<file path="src/hw/fpd_pkg.sv">
`default_nettype none

package fpd_pkg;

  // system clock
  localparam int unsigned CLK_NS      = 5;
  // host bus word slot and derived cycle count
  localparam int unsigned WORD_NS     = 375;
  localparam int unsigned WORD_CLKS   = WORD_NS / CLK_NS;
  // controller clock period (8 MHz) and local clock (4 MHz, 250 ns)
  localparam int unsigned SCB_CLK_NS  = 125;
  localparam int unsigned SCB_DIV     = SCB_CLK_NS / CLK_NS;
  localparam int unsigned LOC_CLK_NS  = 250;
  localparam int unsigned LOC_DIV     = LOC_CLK_NS / SCB_CLK_NS;

  // sizes
  localparam int unsigned FIFO_BYTES  = 16;
  localparam int unsigned HOST_AW     = 24;
  localparam int unsigned REG_W       = 8;

  // phases inside one word slot
  localparam logic [6:0] PH_SETUP     = 7'h00;
  localparam logic [6:0] PH_DONE      = 7'(WORD_CLKS - 2);
  localparam logic [6:0] PH_LAST      = 7'(WORD_CLKS - 1);

  // register offsets
  localparam logic [7:0] REG_CTRL     = 8'h00;
  localparam logic [7:0] REG_ADDR0    = 8'h01;
  localparam logic [7:0] REG_ADDR1    = 8'h02;
  localparam logic [7:0] REG_ADDR2    = 8'h03;
  localparam logic [7:0] REG_CNT0     = 8'h04;
  localparam logic [7:0] REG_CNT1     = 8'h05;
  localparam logic [7:0] REG_CNT2     = 8'h06;
  localparam logic [7:0] REG_ON       = 8'h07;
  localparam logic [7:0] REG_OFF      = 8'h08;
  localparam logic [7:0] REG_STAT     = 8'h09;
  localparam logic [7:0] REG_FIFO     = 8'h0A;

  // control fields
  localparam int unsigned CTRL_START  = 0;
  localparam int unsigned CTRL_DIR    = 1;
  localparam int unsigned CTRL_WORD   = 2;
  localparam int unsigned CTRL_SRC    = 3;

  // reset values and tick counter limit
  localparam logic [7:0] RST_ON       = 8'h10;
  localparam logic [7:0] RST_OFF      = 8'h10;
  localparam logic [7:0] TCNT_MAX     = 8'hFF;

  // engine states, gray along idle-wait-request-transfer-off
  typedef enum logic [2:0] {
    ST_IDLE = 3'h0,
    ST_WAIT = 3'h1,
    ST_REQ  = 3'h3,
    ST_XFER = 3'h2,
    ST_OFF  = 3'h6
  } fpd_state_e;

endpackage

`default_nettype wire

</file>
<file path="src/hw/fpd_clk_div.sv">
`default_nettype none

module fpd_clk_div
  import fpd_pkg::*;
#(
  parameter int unsigned DIV = fpd_pkg::SCB_DIV
) (
  // clock and reset
  input  wire logic i_clk_sys,
  input  wire logic i_sys_rst,
  // derived rates
  output var  logic o_loc_clk,
  output var  logic o_loc_tick
);

  // refuse a divider that the 8-bit counter cannot hold
  if (DIV < 2 || DIV > 255) begin : g_bad_div
    $error("fpd_clk_div: DIV out of range");
  end

  typedef struct packed {
    logic [7:0] cnt;
    logic       loc_clk;
    logic       loc_tick;
  } fpd_div_s;

  fpd_div_s st_reg, st_next;

  // 8 MHz enable, halved into the 4 MHz local clock
  always_comb begin
    st_next          = st_reg;
    st_next.loc_tick = 1'b0;
    if (st_reg.cnt == 8'(DIV - 1)) begin
      st_next.cnt     = 8'h00;
      st_next.loc_clk = ~st_reg.loc_clk;
      st_next.loc_tick = ~st_reg.loc_clk;
    end else begin
      st_next.cnt = st_reg.cnt + 8'h01;
    end
  end

  always_ff @(posedge i_clk_sys) begin
    if (i_sys_rst) begin
      st_reg <= '0;
    end else begin
      st_reg <= st_next;
    end
  end

  assign o_loc_clk  = st_reg.loc_clk;
  assign o_loc_tick = st_reg.loc_tick;

endmodule // fpd_clk_div

`default_nettype wire

</file>
<file path="src/hw/fpd_fifo.sv">
`default_nettype none

module fpd_fifo
  import fpd_pkg::*;
#(
  parameter int unsigned DEPTH = fpd_pkg::FIFO_BYTES,
  localparam int unsigned PW   = $clog2(DEPTH)
) (
  // clock and reset
  input  wire logic          i_clk_sys,
  input  wire logic          i_sys_rst,
  // write side, zero to two bytes, low byte first
  input  wire logic [1:0]    i_push_n,
  input  wire logic [15:0]   i_push_data,
  // read side, zero to two bytes
  input  wire logic [1:0]    i_pop_n,
  output var  logic [15:0]   o_head,
  output var  logic [PW:0]   o_level
);

  // pointers wrap only for a power-of-two depth
  if (DEPTH < 2 || (1 << PW) != DEPTH) begin : g_bad_depth
    $error("fpd_fifo: DEPTH not a power of two");
  end

  typedef struct packed {
    logic [DEPTH-1:0][7:0] mem;
    logic [PW-1:0]         rd;
    logic [PW-1:0]         wr;
    logic [PW:0]           lvl;
  } fpd_fifo_s;

  fpd_fifo_s st_reg, st_next;

  // byte storage with pointer wrap
  always_comb begin
    st_next = st_reg;
    if (i_push_n != 2'd0) begin
      st_next.mem[st_reg.wr] = i_push_data[7:0];
    end
    if (i_push_n == 2'd2) begin
      st_next.mem[st_reg.wr + PW'(1)] = i_push_data[15:8];
    end
    st_next.wr  = st_reg.wr + PW'(i_push_n);
    st_next.rd  = st_reg.rd + PW'(i_pop_n);
    st_next.lvl = st_reg.lvl + (PW + 1)'(i_push_n) - (PW + 1)'(i_pop_n);
  end

  always_ff @(posedge i_clk_sys) begin
    if (i_sys_rst) begin
      st_reg <= '0;
    end else begin
      st_reg <= st_next;
    end
  end

  assign o_head  = {st_reg.mem[st_reg.rd + PW'(1)], st_reg.mem[st_reg.rd]};
  assign o_level = st_reg.lvl;

endmodule // fpd_fifo

`default_nettype wire

</file>
<file path="src/hw/fpd_dma.sv">
// Local design decisions: the placing of the registers and strobed register access.
`default_nettype none

module fpd_dma
  import fpd_pkg::*;
#(
  parameter int unsigned FIFO_DEPTH = fpd_pkg::FIFO_BYTES
) (
  // clock and reset
  input  wire logic                     i_clk_sys,
  input  wire logic                     i_sys_rst,
  // local processor register port
  input  wire logic [7:0]               i_reg_addr,
  input  wire logic [fpd_pkg::REG_W-1:0] i_reg_wdata,
  input  wire logic                     i_reg_wr,
  input  wire logic                     i_reg_rd,
  output var  logic [fpd_pkg::REG_W-1:0] o_reg_rdata,
  // host expansion bus
  output var  logic                     o_host_drq,
  input  wire logic                     i_host_dack_n,
  output var  logic                     o_host_master_n,
  output var  logic [fpd_pkg::HOST_AW-1:0] o_host_addr,
  output var  logic                     o_host_sbhe_n,
  output var  logic                     o_host_memr_n,
  output var  logic                     o_host_memw_n,
  input  wire logic [15:0]              i_host_data,
  output var  logic [15:0]              o_host_data,
  output var  logic                     o_host_data_oe_n,
  // scsi bus controller byte handshake
  input  wire logic                     i_scb_req,
  input  wire logic [7:0]               i_scb_data,
  output var  logic [7:0]               o_scb_data,
  output var  logic                     o_scb_ack,
  // local processor clock
  output var  logic                     o_loc_clk
);

  if (FIFO_DEPTH != FIFO_BYTES) begin : g_bad_depth
    $error("fpd_dma: FIFO_DEPTH must be 16");
  end

  localparam int unsigned LW = $clog2(FIFO_DEPTH) + 1;
  localparam logic [LW-1:0] LVL_FULL = LW'(FIFO_DEPTH);
  localparam logic [LW-1:0] LVL_TWO  = LW'(2);

  typedef struct packed {
    fpd_state_e  st;
    logic [6:0]  ph;
    logic        dir;       // 1 = toward host
    logic        word_mode;
    logic        src;       // 1 = processor feeds or drains fifo, 0 = controller
    logic        wide;
    logic [23:0] addr;
    logic [24:0] rem;
    logic [7:0]  on_time;
    logic [7:0]  off_time;
    logic [7:0]  tcnt;
    logic        drq;
    logic        master_n;
    logic        memr_n;
    logic        memw_n;
    logic        sbhe_n;
    logic        oe_n;
    logic [15:0] hdata;
    logic        done;
    logic        scb_ack;
    logic [7:0]  scb_data;
    logic [7:0]  rdata;
  } fpd_dma_s;

  fpd_dma_s st_reg, st_next;

  logic [1:0]    push_n;
  logic [15:0]   push_data;
  logic [1:0]    pop_n;
  logic [15:0]   head;
  logic [LW-1:0] lvl;
  logic [LW-1:0] space;
  logic          loc_tick;
  logic          busy;
  logic          word_ok;
  logic [1:0]    step;

  // byte lane pick from a 24-bit value
  function automatic logic [7:0] fn_byte(input logic [23:0] v, input logic [1:0] idx);
    fn_byte = v[8*idx +: 8];
  endfunction

  fpd_fifo #(.DEPTH(FIFO_DEPTH)) u_fifo (
    .i_clk_sys   (i_clk_sys),
    .i_sys_rst   (i_sys_rst),
    .i_push_n    (push_n),
    .i_push_data (push_data),
    .i_pop_n     (pop_n),
    .o_head      (head),
    .o_level     (lvl)
  );

  fpd_clk_div #(.DIV(SCB_DIV)) u_div (
    .i_clk_sys  (i_clk_sys),
    .i_sys_rst  (i_sys_rst),
    .o_loc_clk  (o_loc_clk),
    .o_loc_tick (loc_tick)
  );

  // derived fifo and sizing terms
  assign space   = LVL_FULL - lvl;
  assign busy    = (st_reg.st != ST_IDLE);
  assign word_ok = st_reg.word_mode && !st_reg.addr[0] && (st_reg.rem >= 25'd2)
                   && (st_reg.dir ? (lvl >= LVL_TWO) : (space >= LVL_TWO));
  assign step    = st_reg.wide ? 2'd2 : 2'd1;

  // next state: register port, local strobes, host bus engine
  always_comb begin
    st_next         = st_reg;
    st_next.scb_ack = 1'b0;
    st_next.rdata   = '0;
    push_n          = 2'd0;
    push_data       = '0;
    pop_n           = 2'd0;

    // register writes; setup only while idle
    if (i_reg_wr) begin
      case (i_reg_addr)
        REG_CTRL: begin
          if (!busy) begin
            st_next.dir       = i_reg_wdata[CTRL_DIR];
            st_next.word_mode = i_reg_wdata[CTRL_WORD];
            st_next.src       = i_reg_wdata[CTRL_SRC];
            if (i_reg_wdata[CTRL_START]) begin
              st_next.st      = ST_WAIT;
              st_next.done    = 1'b0;
              st_next.rem[24] = (st_reg.rem[23:0] == 24'h000000);
            end
          end
        end
        REG_ADDR0: if (!busy) st_next.addr[7:0]   = i_reg_wdata;
        REG_ADDR1: if (!busy) st_next.addr[15:8]  = i_reg_wdata;
        REG_ADDR2: if (!busy) st_next.addr[23:16] = i_reg_wdata;
        REG_CNT0:  if (!busy) st_next.rem[7:0]    = i_reg_wdata;
        REG_CNT1:  if (!busy) st_next.rem[15:8]   = i_reg_wdata;
        REG_CNT2:  if (!busy) st_next.rem[23:16]  = i_reg_wdata;
        REG_ON:    if (!busy) st_next.on_time     = i_reg_wdata;
        REG_OFF:   if (!busy) st_next.off_time    = i_reg_wdata;
        REG_FIFO: begin
          if (busy && st_reg.src && st_reg.dir && (space != '0)) begin
            push_n    = 2'd1;
            push_data = {8'h00, i_reg_wdata};
          end
        end
        default: ;
      endcase
    end

    // register reads, data one cycle later
    if (i_reg_rd) begin
      case (i_reg_addr)
        REG_CTRL:  st_next.rdata = {4'h0, st_reg.src, st_reg.word_mode, st_reg.dir, busy};
        REG_ADDR0: st_next.rdata = fn_byte(st_reg.addr, 2'd0);
        REG_ADDR1: st_next.rdata = fn_byte(st_reg.addr, 2'd1);
        REG_ADDR2: st_next.rdata = fn_byte(st_reg.addr, 2'd2);
        REG_CNT0:  st_next.rdata = fn_byte(st_reg.rem[23:0], 2'd0);
        REG_CNT1:  st_next.rdata = fn_byte(st_reg.rem[23:0], 2'd1);
        REG_CNT2:  st_next.rdata = fn_byte(st_reg.rem[23:0], 2'd2);
        REG_ON:    st_next.rdata = st_reg.on_time;
        REG_OFF:   st_next.rdata = st_reg.off_time;
        REG_STAT:  st_next.rdata = {lvl, 1'b0, st_reg.done, busy};
        REG_FIFO: begin
          if (busy && st_reg.src && !st_reg.dir && (lvl != '0)) begin
            st_next.rdata = head[7:0];
            pop_n         = 2'd1;
          end
        end
        default: st_next.rdata = '0;
      endcase
    end

    // controller byte handshake, one ack per request
    if (busy && !st_reg.src && i_scb_req && !st_reg.scb_ack) begin
      if (st_reg.dir && (space != '0)) begin
        push_n          = 2'd1;
        push_data       = {8'h00, i_scb_data};
        st_next.scb_ack = 1'b1;
      end else if (!st_reg.dir && (lvl != '0)) begin
        pop_n            = 2'd1;
        st_next.scb_data = head[7:0];
        st_next.scb_ack  = 1'b1;
      end
    end

    // host bus engine
    case (st_reg.st)
      ST_IDLE: ;
      ST_WAIT: begin
        if (st_reg.rem == 25'd0) begin
          if (lvl == '0) begin
            st_next.st   = ST_IDLE;
            st_next.done = 1'b1;
          end
        end else if (st_reg.dir ? (lvl != '0) : (space != '0)) begin
          st_next.st  = ST_REQ;
          st_next.drq = 1'b1;
        end
      end
      ST_REQ: begin
        if (!i_host_dack_n) begin
          st_next.st       = ST_XFER;
          st_next.master_n = 1'b0;
          st_next.ph       = PH_SETUP;
          st_next.tcnt     = '0;
        end
      end
      ST_XFER: begin
        st_next.ph = st_reg.ph + 7'h01;
        if (loc_tick && (st_reg.tcnt != TCNT_MAX)) st_next.tcnt = st_reg.tcnt + 8'h01;
        if (st_reg.ph == PH_SETUP) begin
          st_next.wide   = word_ok;
          st_next.sbhe_n = ~(word_ok | st_reg.addr[0]);
          st_next.memw_n = ~st_reg.dir;
          st_next.memr_n = st_reg.dir;
          st_next.oe_n   = ~st_reg.dir;
          st_next.hdata  = word_ok ? head : {head[7:0], head[7:0]};
        end else if (st_reg.ph == PH_DONE) begin
          st_next.memw_n = 1'b1;
          st_next.memr_n = 1'b1;
          st_next.oe_n   = 1'b1;
          if (st_reg.dir) begin
            pop_n = step;
          end else begin
            push_n    = step;
            push_data = st_reg.wide ? i_host_data :
                        {8'h00, (st_reg.addr[0] ? i_host_data[15:8] : i_host_data[7:0])};
          end
          st_next.addr = st_reg.addr + 24'(step);
          st_next.rem  = st_reg.rem - 25'(step);
        end else if (st_reg.ph == PH_LAST) begin
          st_next.ph = PH_SETUP;
          if ((st_reg.rem == 25'd0) || (st_reg.tcnt >= st_reg.on_time)
              || (st_reg.dir ? (lvl == '0) : (space == '0))) begin
            st_next.drq      = 1'b0;
            st_next.master_n = 1'b1;
            st_next.sbhe_n   = 1'b1;
            st_next.tcnt     = '0;
            st_next.st       = (st_reg.rem == 25'd0) ? ST_WAIT : ST_OFF;
          end
        end
      end
      ST_OFF: begin
        if (loc_tick && (st_reg.tcnt != TCNT_MAX)) st_next.tcnt = st_reg.tcnt + 8'h01;
        if (st_reg.tcnt >= st_reg.off_time) st_next.st = ST_WAIT;
      end
      default: st_next.st = ST_IDLE;
    endcase
  end

  // state register
  always_ff @(posedge i_clk_sys) begin
    if (i_sys_rst) begin
      st_reg          <= '0;
      st_reg.st       <= ST_IDLE;
      st_reg.on_time  <= RST_ON;
      st_reg.off_time <= RST_OFF;
      st_reg.master_n <= 1'b1;
      st_reg.memr_n   <= 1'b1;
      st_reg.memw_n   <= 1'b1;
      st_reg.sbhe_n   <= 1'b1;
      st_reg.oe_n     <= 1'b1;
    end else begin
      st_reg <= st_next;
    end
  end

  // outputs straight from the state register
  assign o_reg_rdata      = st_reg.rdata;
  assign o_host_drq       = st_reg.drq;
  assign o_host_master_n  = st_reg.master_n;
  assign o_host_addr      = st_reg.addr;
  assign o_host_sbhe_n    = st_reg.sbhe_n;
  assign o_host_memr_n    = st_reg.memr_n;
  assign o_host_memw_n    = st_reg.memw_n;
  assign o_host_data      = st_reg.hdata;
  assign o_host_data_oe_n = st_reg.oe_n;
  assign o_scb_data       = st_reg.scb_data;
  assign o_scb_ack        = st_reg.scb_ack;

  // checks
  logic strb_n;
  assign strb_n = st_reg.memr_n & st_reg.memw_n;
endmodule // fpd_dma

`default_nettype wire

</file>
<file path="config.mk">
export PLATFORM = sky130hd
export DESIGN_NAME = fpd_dma
export DESIGN_NICKNAME = d
export VERILOG_FILES = /design/src/hw/fpd_pkg.sv /design/src/hw/fpd_clk_div.sv /design/src/hw/fpd_fifo.sv /design/src/hw/fpd_dma.sv
export SDC_FILE = /design/constraint.sdc
export NUM_CORES = 1
export LEC_CHECK = 0
export ABC_AREA = 1
export ABC_CLOCK_PERIOD_IN_PS = 3480
export BUFFER_PORTS_ARGS = -buffer_cell sky130_fd_sc_hd__clkbuf_2
export CAP_MARGIN = 20
export CORE_UTILIZATION = 30
export DETAILED_ROUTE_END_ITERATION = 8
export GPL_ROUTABILITY_DRIVEN = 0
export PLACE_DENSITY = 0.45
export SLEW_MARGIN = 10
export SYNTH_ARGS = -nofsm -noshare
export SYNTH_HDL_FRONTEND = slang
export SYNTH_SLANG_ARGS = --single-unit
export TNS_END_PERCENT = 50
</file>
<file path="constraint.sdc">
create_clock -name i_clk_sys -period 3.48 [get_ports i_clk_sys]
set_input_delay 0.522 -clock i_clk_sys [delete_from_list [all_inputs] [get_ports i_clk_sys]]
set_output_delay 0.522 -clock i_clk_sys [all_outputs]
set_load 0.01 [all_outputs]
</file>
==> results_dict.tcl <==
set metrics [dict create \
    fillers 6569 \
    synth_fp_nets 3082 \
    path_buf_inv 5 \
    multi_input_area_sq_um 10580 \
    post_cts_buffers 0 \
    synth.cell_area_sq_um 18510 \
    worst_slack_ns 0.3056 \
    crit_start "u_fifo.o_level[2]" \
    viasPerCell 5.256 \
    fin_crit_sh 0.9122 \
    rows 90 \
    cts_root_buffer "clkbuf_16" \
    worst_slew_pin_slew_ns 0.8551 \
    drv_cap 0 \
    p_per_area_nw_per_um2 358.2 \
    clkSinkCount 277 \
    post-route-util 0.3434 \
    worstReg2RegStart "u_fifo.o_level[2]" \
    finalMaxSlewViolations 0 \
    clock_latency_ns 0.58 \
    fmax_ghz 0.3150 \
    die_w_um 250.4 \
    slowest_stage "dfxtp_1" \
    cp-start-kind "register" \
    dp_slack_ns 0.2686 \
    critical_path.cell_chain "inv_1, ha_1, nand2_1, inv_1, ha_1, nor3_2, nand3_1, a21oi_1, a31oi_1, inv_1, ha_1, inv_1, ha_1, inv_1, fa_1, nor3_1, a211oi_1, o21ai_0, a21oi_1" \
    syn_inst 2987 \
    firstDrtPassIters 6 \
    grt_pass1_wl_um 117500 \
    dpl.hpwl_um 58650 \
    final_common_cell "nand2_1" \
    final_area_sq_um 20850 \
    final_antenna_net_count 0 \
    slew_headroom 0.4278 \
    grt_pass1_vias 18630 \
    vias 20160 \
    synth_seq_cells 277 \
    htreeDepth 2 \
    largest_reg_flops 136 \
    crit_path_end_kind "register" \
    hp-class "in -> reg" \
    rsz0062_at_grt "no" \
    path_delay_family "adder cells" \
    required_ns 3.94 \
    fin_nets 3115 \
    route.detailed.drc 0 \
    io_buffers 109 \
    drive_gt1_frac 0.09672 \
    vdd_drop_max_mv 0.3025 \
    start_util 0.3050 \
    die_area_sq_um 62700 \
    crit_type "reg -> reg" \
    drt_iter0_drc 1836 \
    cts_made_buffers 38 \
    setup-tns-final_ns 0 \
    fin_crit_ns 3.174 \
    min_from "i_host_dack_n" \
    postCtsHoldBufs 0 \
    wl_per_cell_um 20.70 \
    cts_tree "yes" \
    critPathMaxFanout 5 \
    place_area_sq_um 19600 \
    outcome "finished clean" \
    yosysSeqAreaShare 0.2996 \
    grt_usage 0.2480 \
    synth_warnings 0 \
    area_growth_pct 12.61 \
    fp.dieH_um 250.4 \
    layout.area.seq_sq_um 5549 \
    clock_skew_ns 0.02072 \
    clk_path_buf_depth 3 \
    cp_common_cell "inv_1" \
    finalPower_uw 7467 \
    core_sq_um 60700 \
    critPathArrivalTime_ns 3.63 \
    io_pins 110 \
    grt-ovfl-total 0 \
    leakagePower_uw 0.009148 \
    grt_max_degree 78 \
    hold_viol 0 \
    slowest_delay_ns 0.41 \
    routed_wl_um 79390 \
    clk_pin_slew_ns 0.06 \
    synth.avg_cell_area_sq_um 6.197 \
    antenna_found_initial 4 \
    layout_common_cells "nand2_1 (547), a21oi_1 (406), inv_1 (360), nor2_1 (348), o21ai_0 (322)" \
    setup_viol 0 \
    yosys.cell_types.count 47 \
]
==> what timing repair did <==
action / CTS / global route
gates resized for setup: 0 / 1
setup endpoints to repair: 0 / 1
endpoints found under the hold margin: 0 / 0
==> metal layers <==
metal / wire (um) / vias to the layer above / global-route usage
met4: 2408 / 2 / 0.08203
met1: 36220 / 9407 / 0.3483
met3: 6705 / 119 / 0.04531
met2: 34050 / 779 / 0.3793
li1: - / 9848 / -
met5: 13 / - / 0
==> layout make-up <==
cell class                 count  area share
sequential                   277      0.2662
clock buffer                  55     0.05108
tap                          782     0.04694
clock inverter                15    0.008223
multi-input combinational   2143      0.5076
antenna                        3   0.0003601
timing repair buffer         168     0.04874
inverter                     392     0.07083
==> kinds of logic (layout without fill, tap and decap cells) <==
family                     after synthesis  in the layout  synth area share
AOI/OAI and AO/OA                      821            821            0.2326
and+or+nand+nor                       1236           1236            0.2856
buffers and inverters                  567            630            0.1291
xor gates and xnor gates                37             37           0.01751
DFF                                    277            277            0.2996
other                                    0              3                 0
adders and majority gates               49             49           0.03555
==> final timing paths <==
| check | endpoint | cells after the start | slack (ns) |
|---|---|---|---|
| setup reg to reg | u_fifo.o_level[4] | 19 | 0.31 |
| setup / recovery | u_fifo.o_level[4] | 19 | 0.31 |
| hold reg to reg | u_div.st_reg[2] | 1 | 0.45 |
| hold / removal | o_host_master_n | 3 | 0.31 |
==> stage by stage <==
| stage | hold slack [ns] | instances |
|---|---|---|
| CTS | 0.2853 | 3832 |
| global placement | 0.4355 | 3762 |
| floorplan | 0.4173 | 2987 |
| global route | 0.3319 | 3832 |
| finish | 0.3055 | 3835 |
| detailed placement | 0.4413 | 3762 |
==> worst reg2reg max path: cells and delay by family (launching register included) <==
family,cells,cell delay [ns]
AND/OR/NAND/NOR,4,0.55
buffers and inverters,5,0.35
adder cells (fa/ha/maj),5,1.23
flip-flops,1,0.41
AO/OA/AOI/OAI,5,0.50
==> synthesized netlist by cell type (all sizes together) <==
master | number | share of area
nand4 | 26 | 0.0088
a31oi | 5 | 0.0017
fa | 6 | 0.0065
nor2 | 371 | 0.082
nand2 | 566 | 0.12
dfxtp | 277 | 0.30
a21o | 2 | 0.00081
o22ai | 12 | 0.0041
nor4 | 2 | 0.00068
and3 | 1 | 0.00034
o31ai | 1 | 0.00041
o211ai | 37 | 0.015
nor3 | 36 | 0.010
ha | 43 | 0.029
and2 | 3 | 0.0010
or2 | 2 | 0.00068
xnor2 | 10 | 0.0047
a211oi | 5 | 0.0020
clkinv | 12 | 0.0024
o311ai | 1 | 0.00047
o21bai | 4 | 0.0016
clkbuf | 94 | 0.019
buf | 81 | 0.030
xor2 | 27 | 0.013
a21oi | 406 | 0.11
nand3 | 226 | 0.061
o2111ai | 3 | 0.0014
o221ai | 5 | 0.0024
inv | 380 | 0.077
a221oi | 4 | 0.0019
o21ai | 334 | 0.090
nor3b | 3 | 0.0012
o21a | 2 | 0.00081
==> power by group <==
group          leakage (uW)  internal (uW)  switching, uW
Sequential          0.00223           3180           4.13
Combinational       0.00631           61.9            220
Clock              0.000608           2360           1650
Total               0.00915           5600           1870
Note: power is estimated with default switching activity, not from simulation.
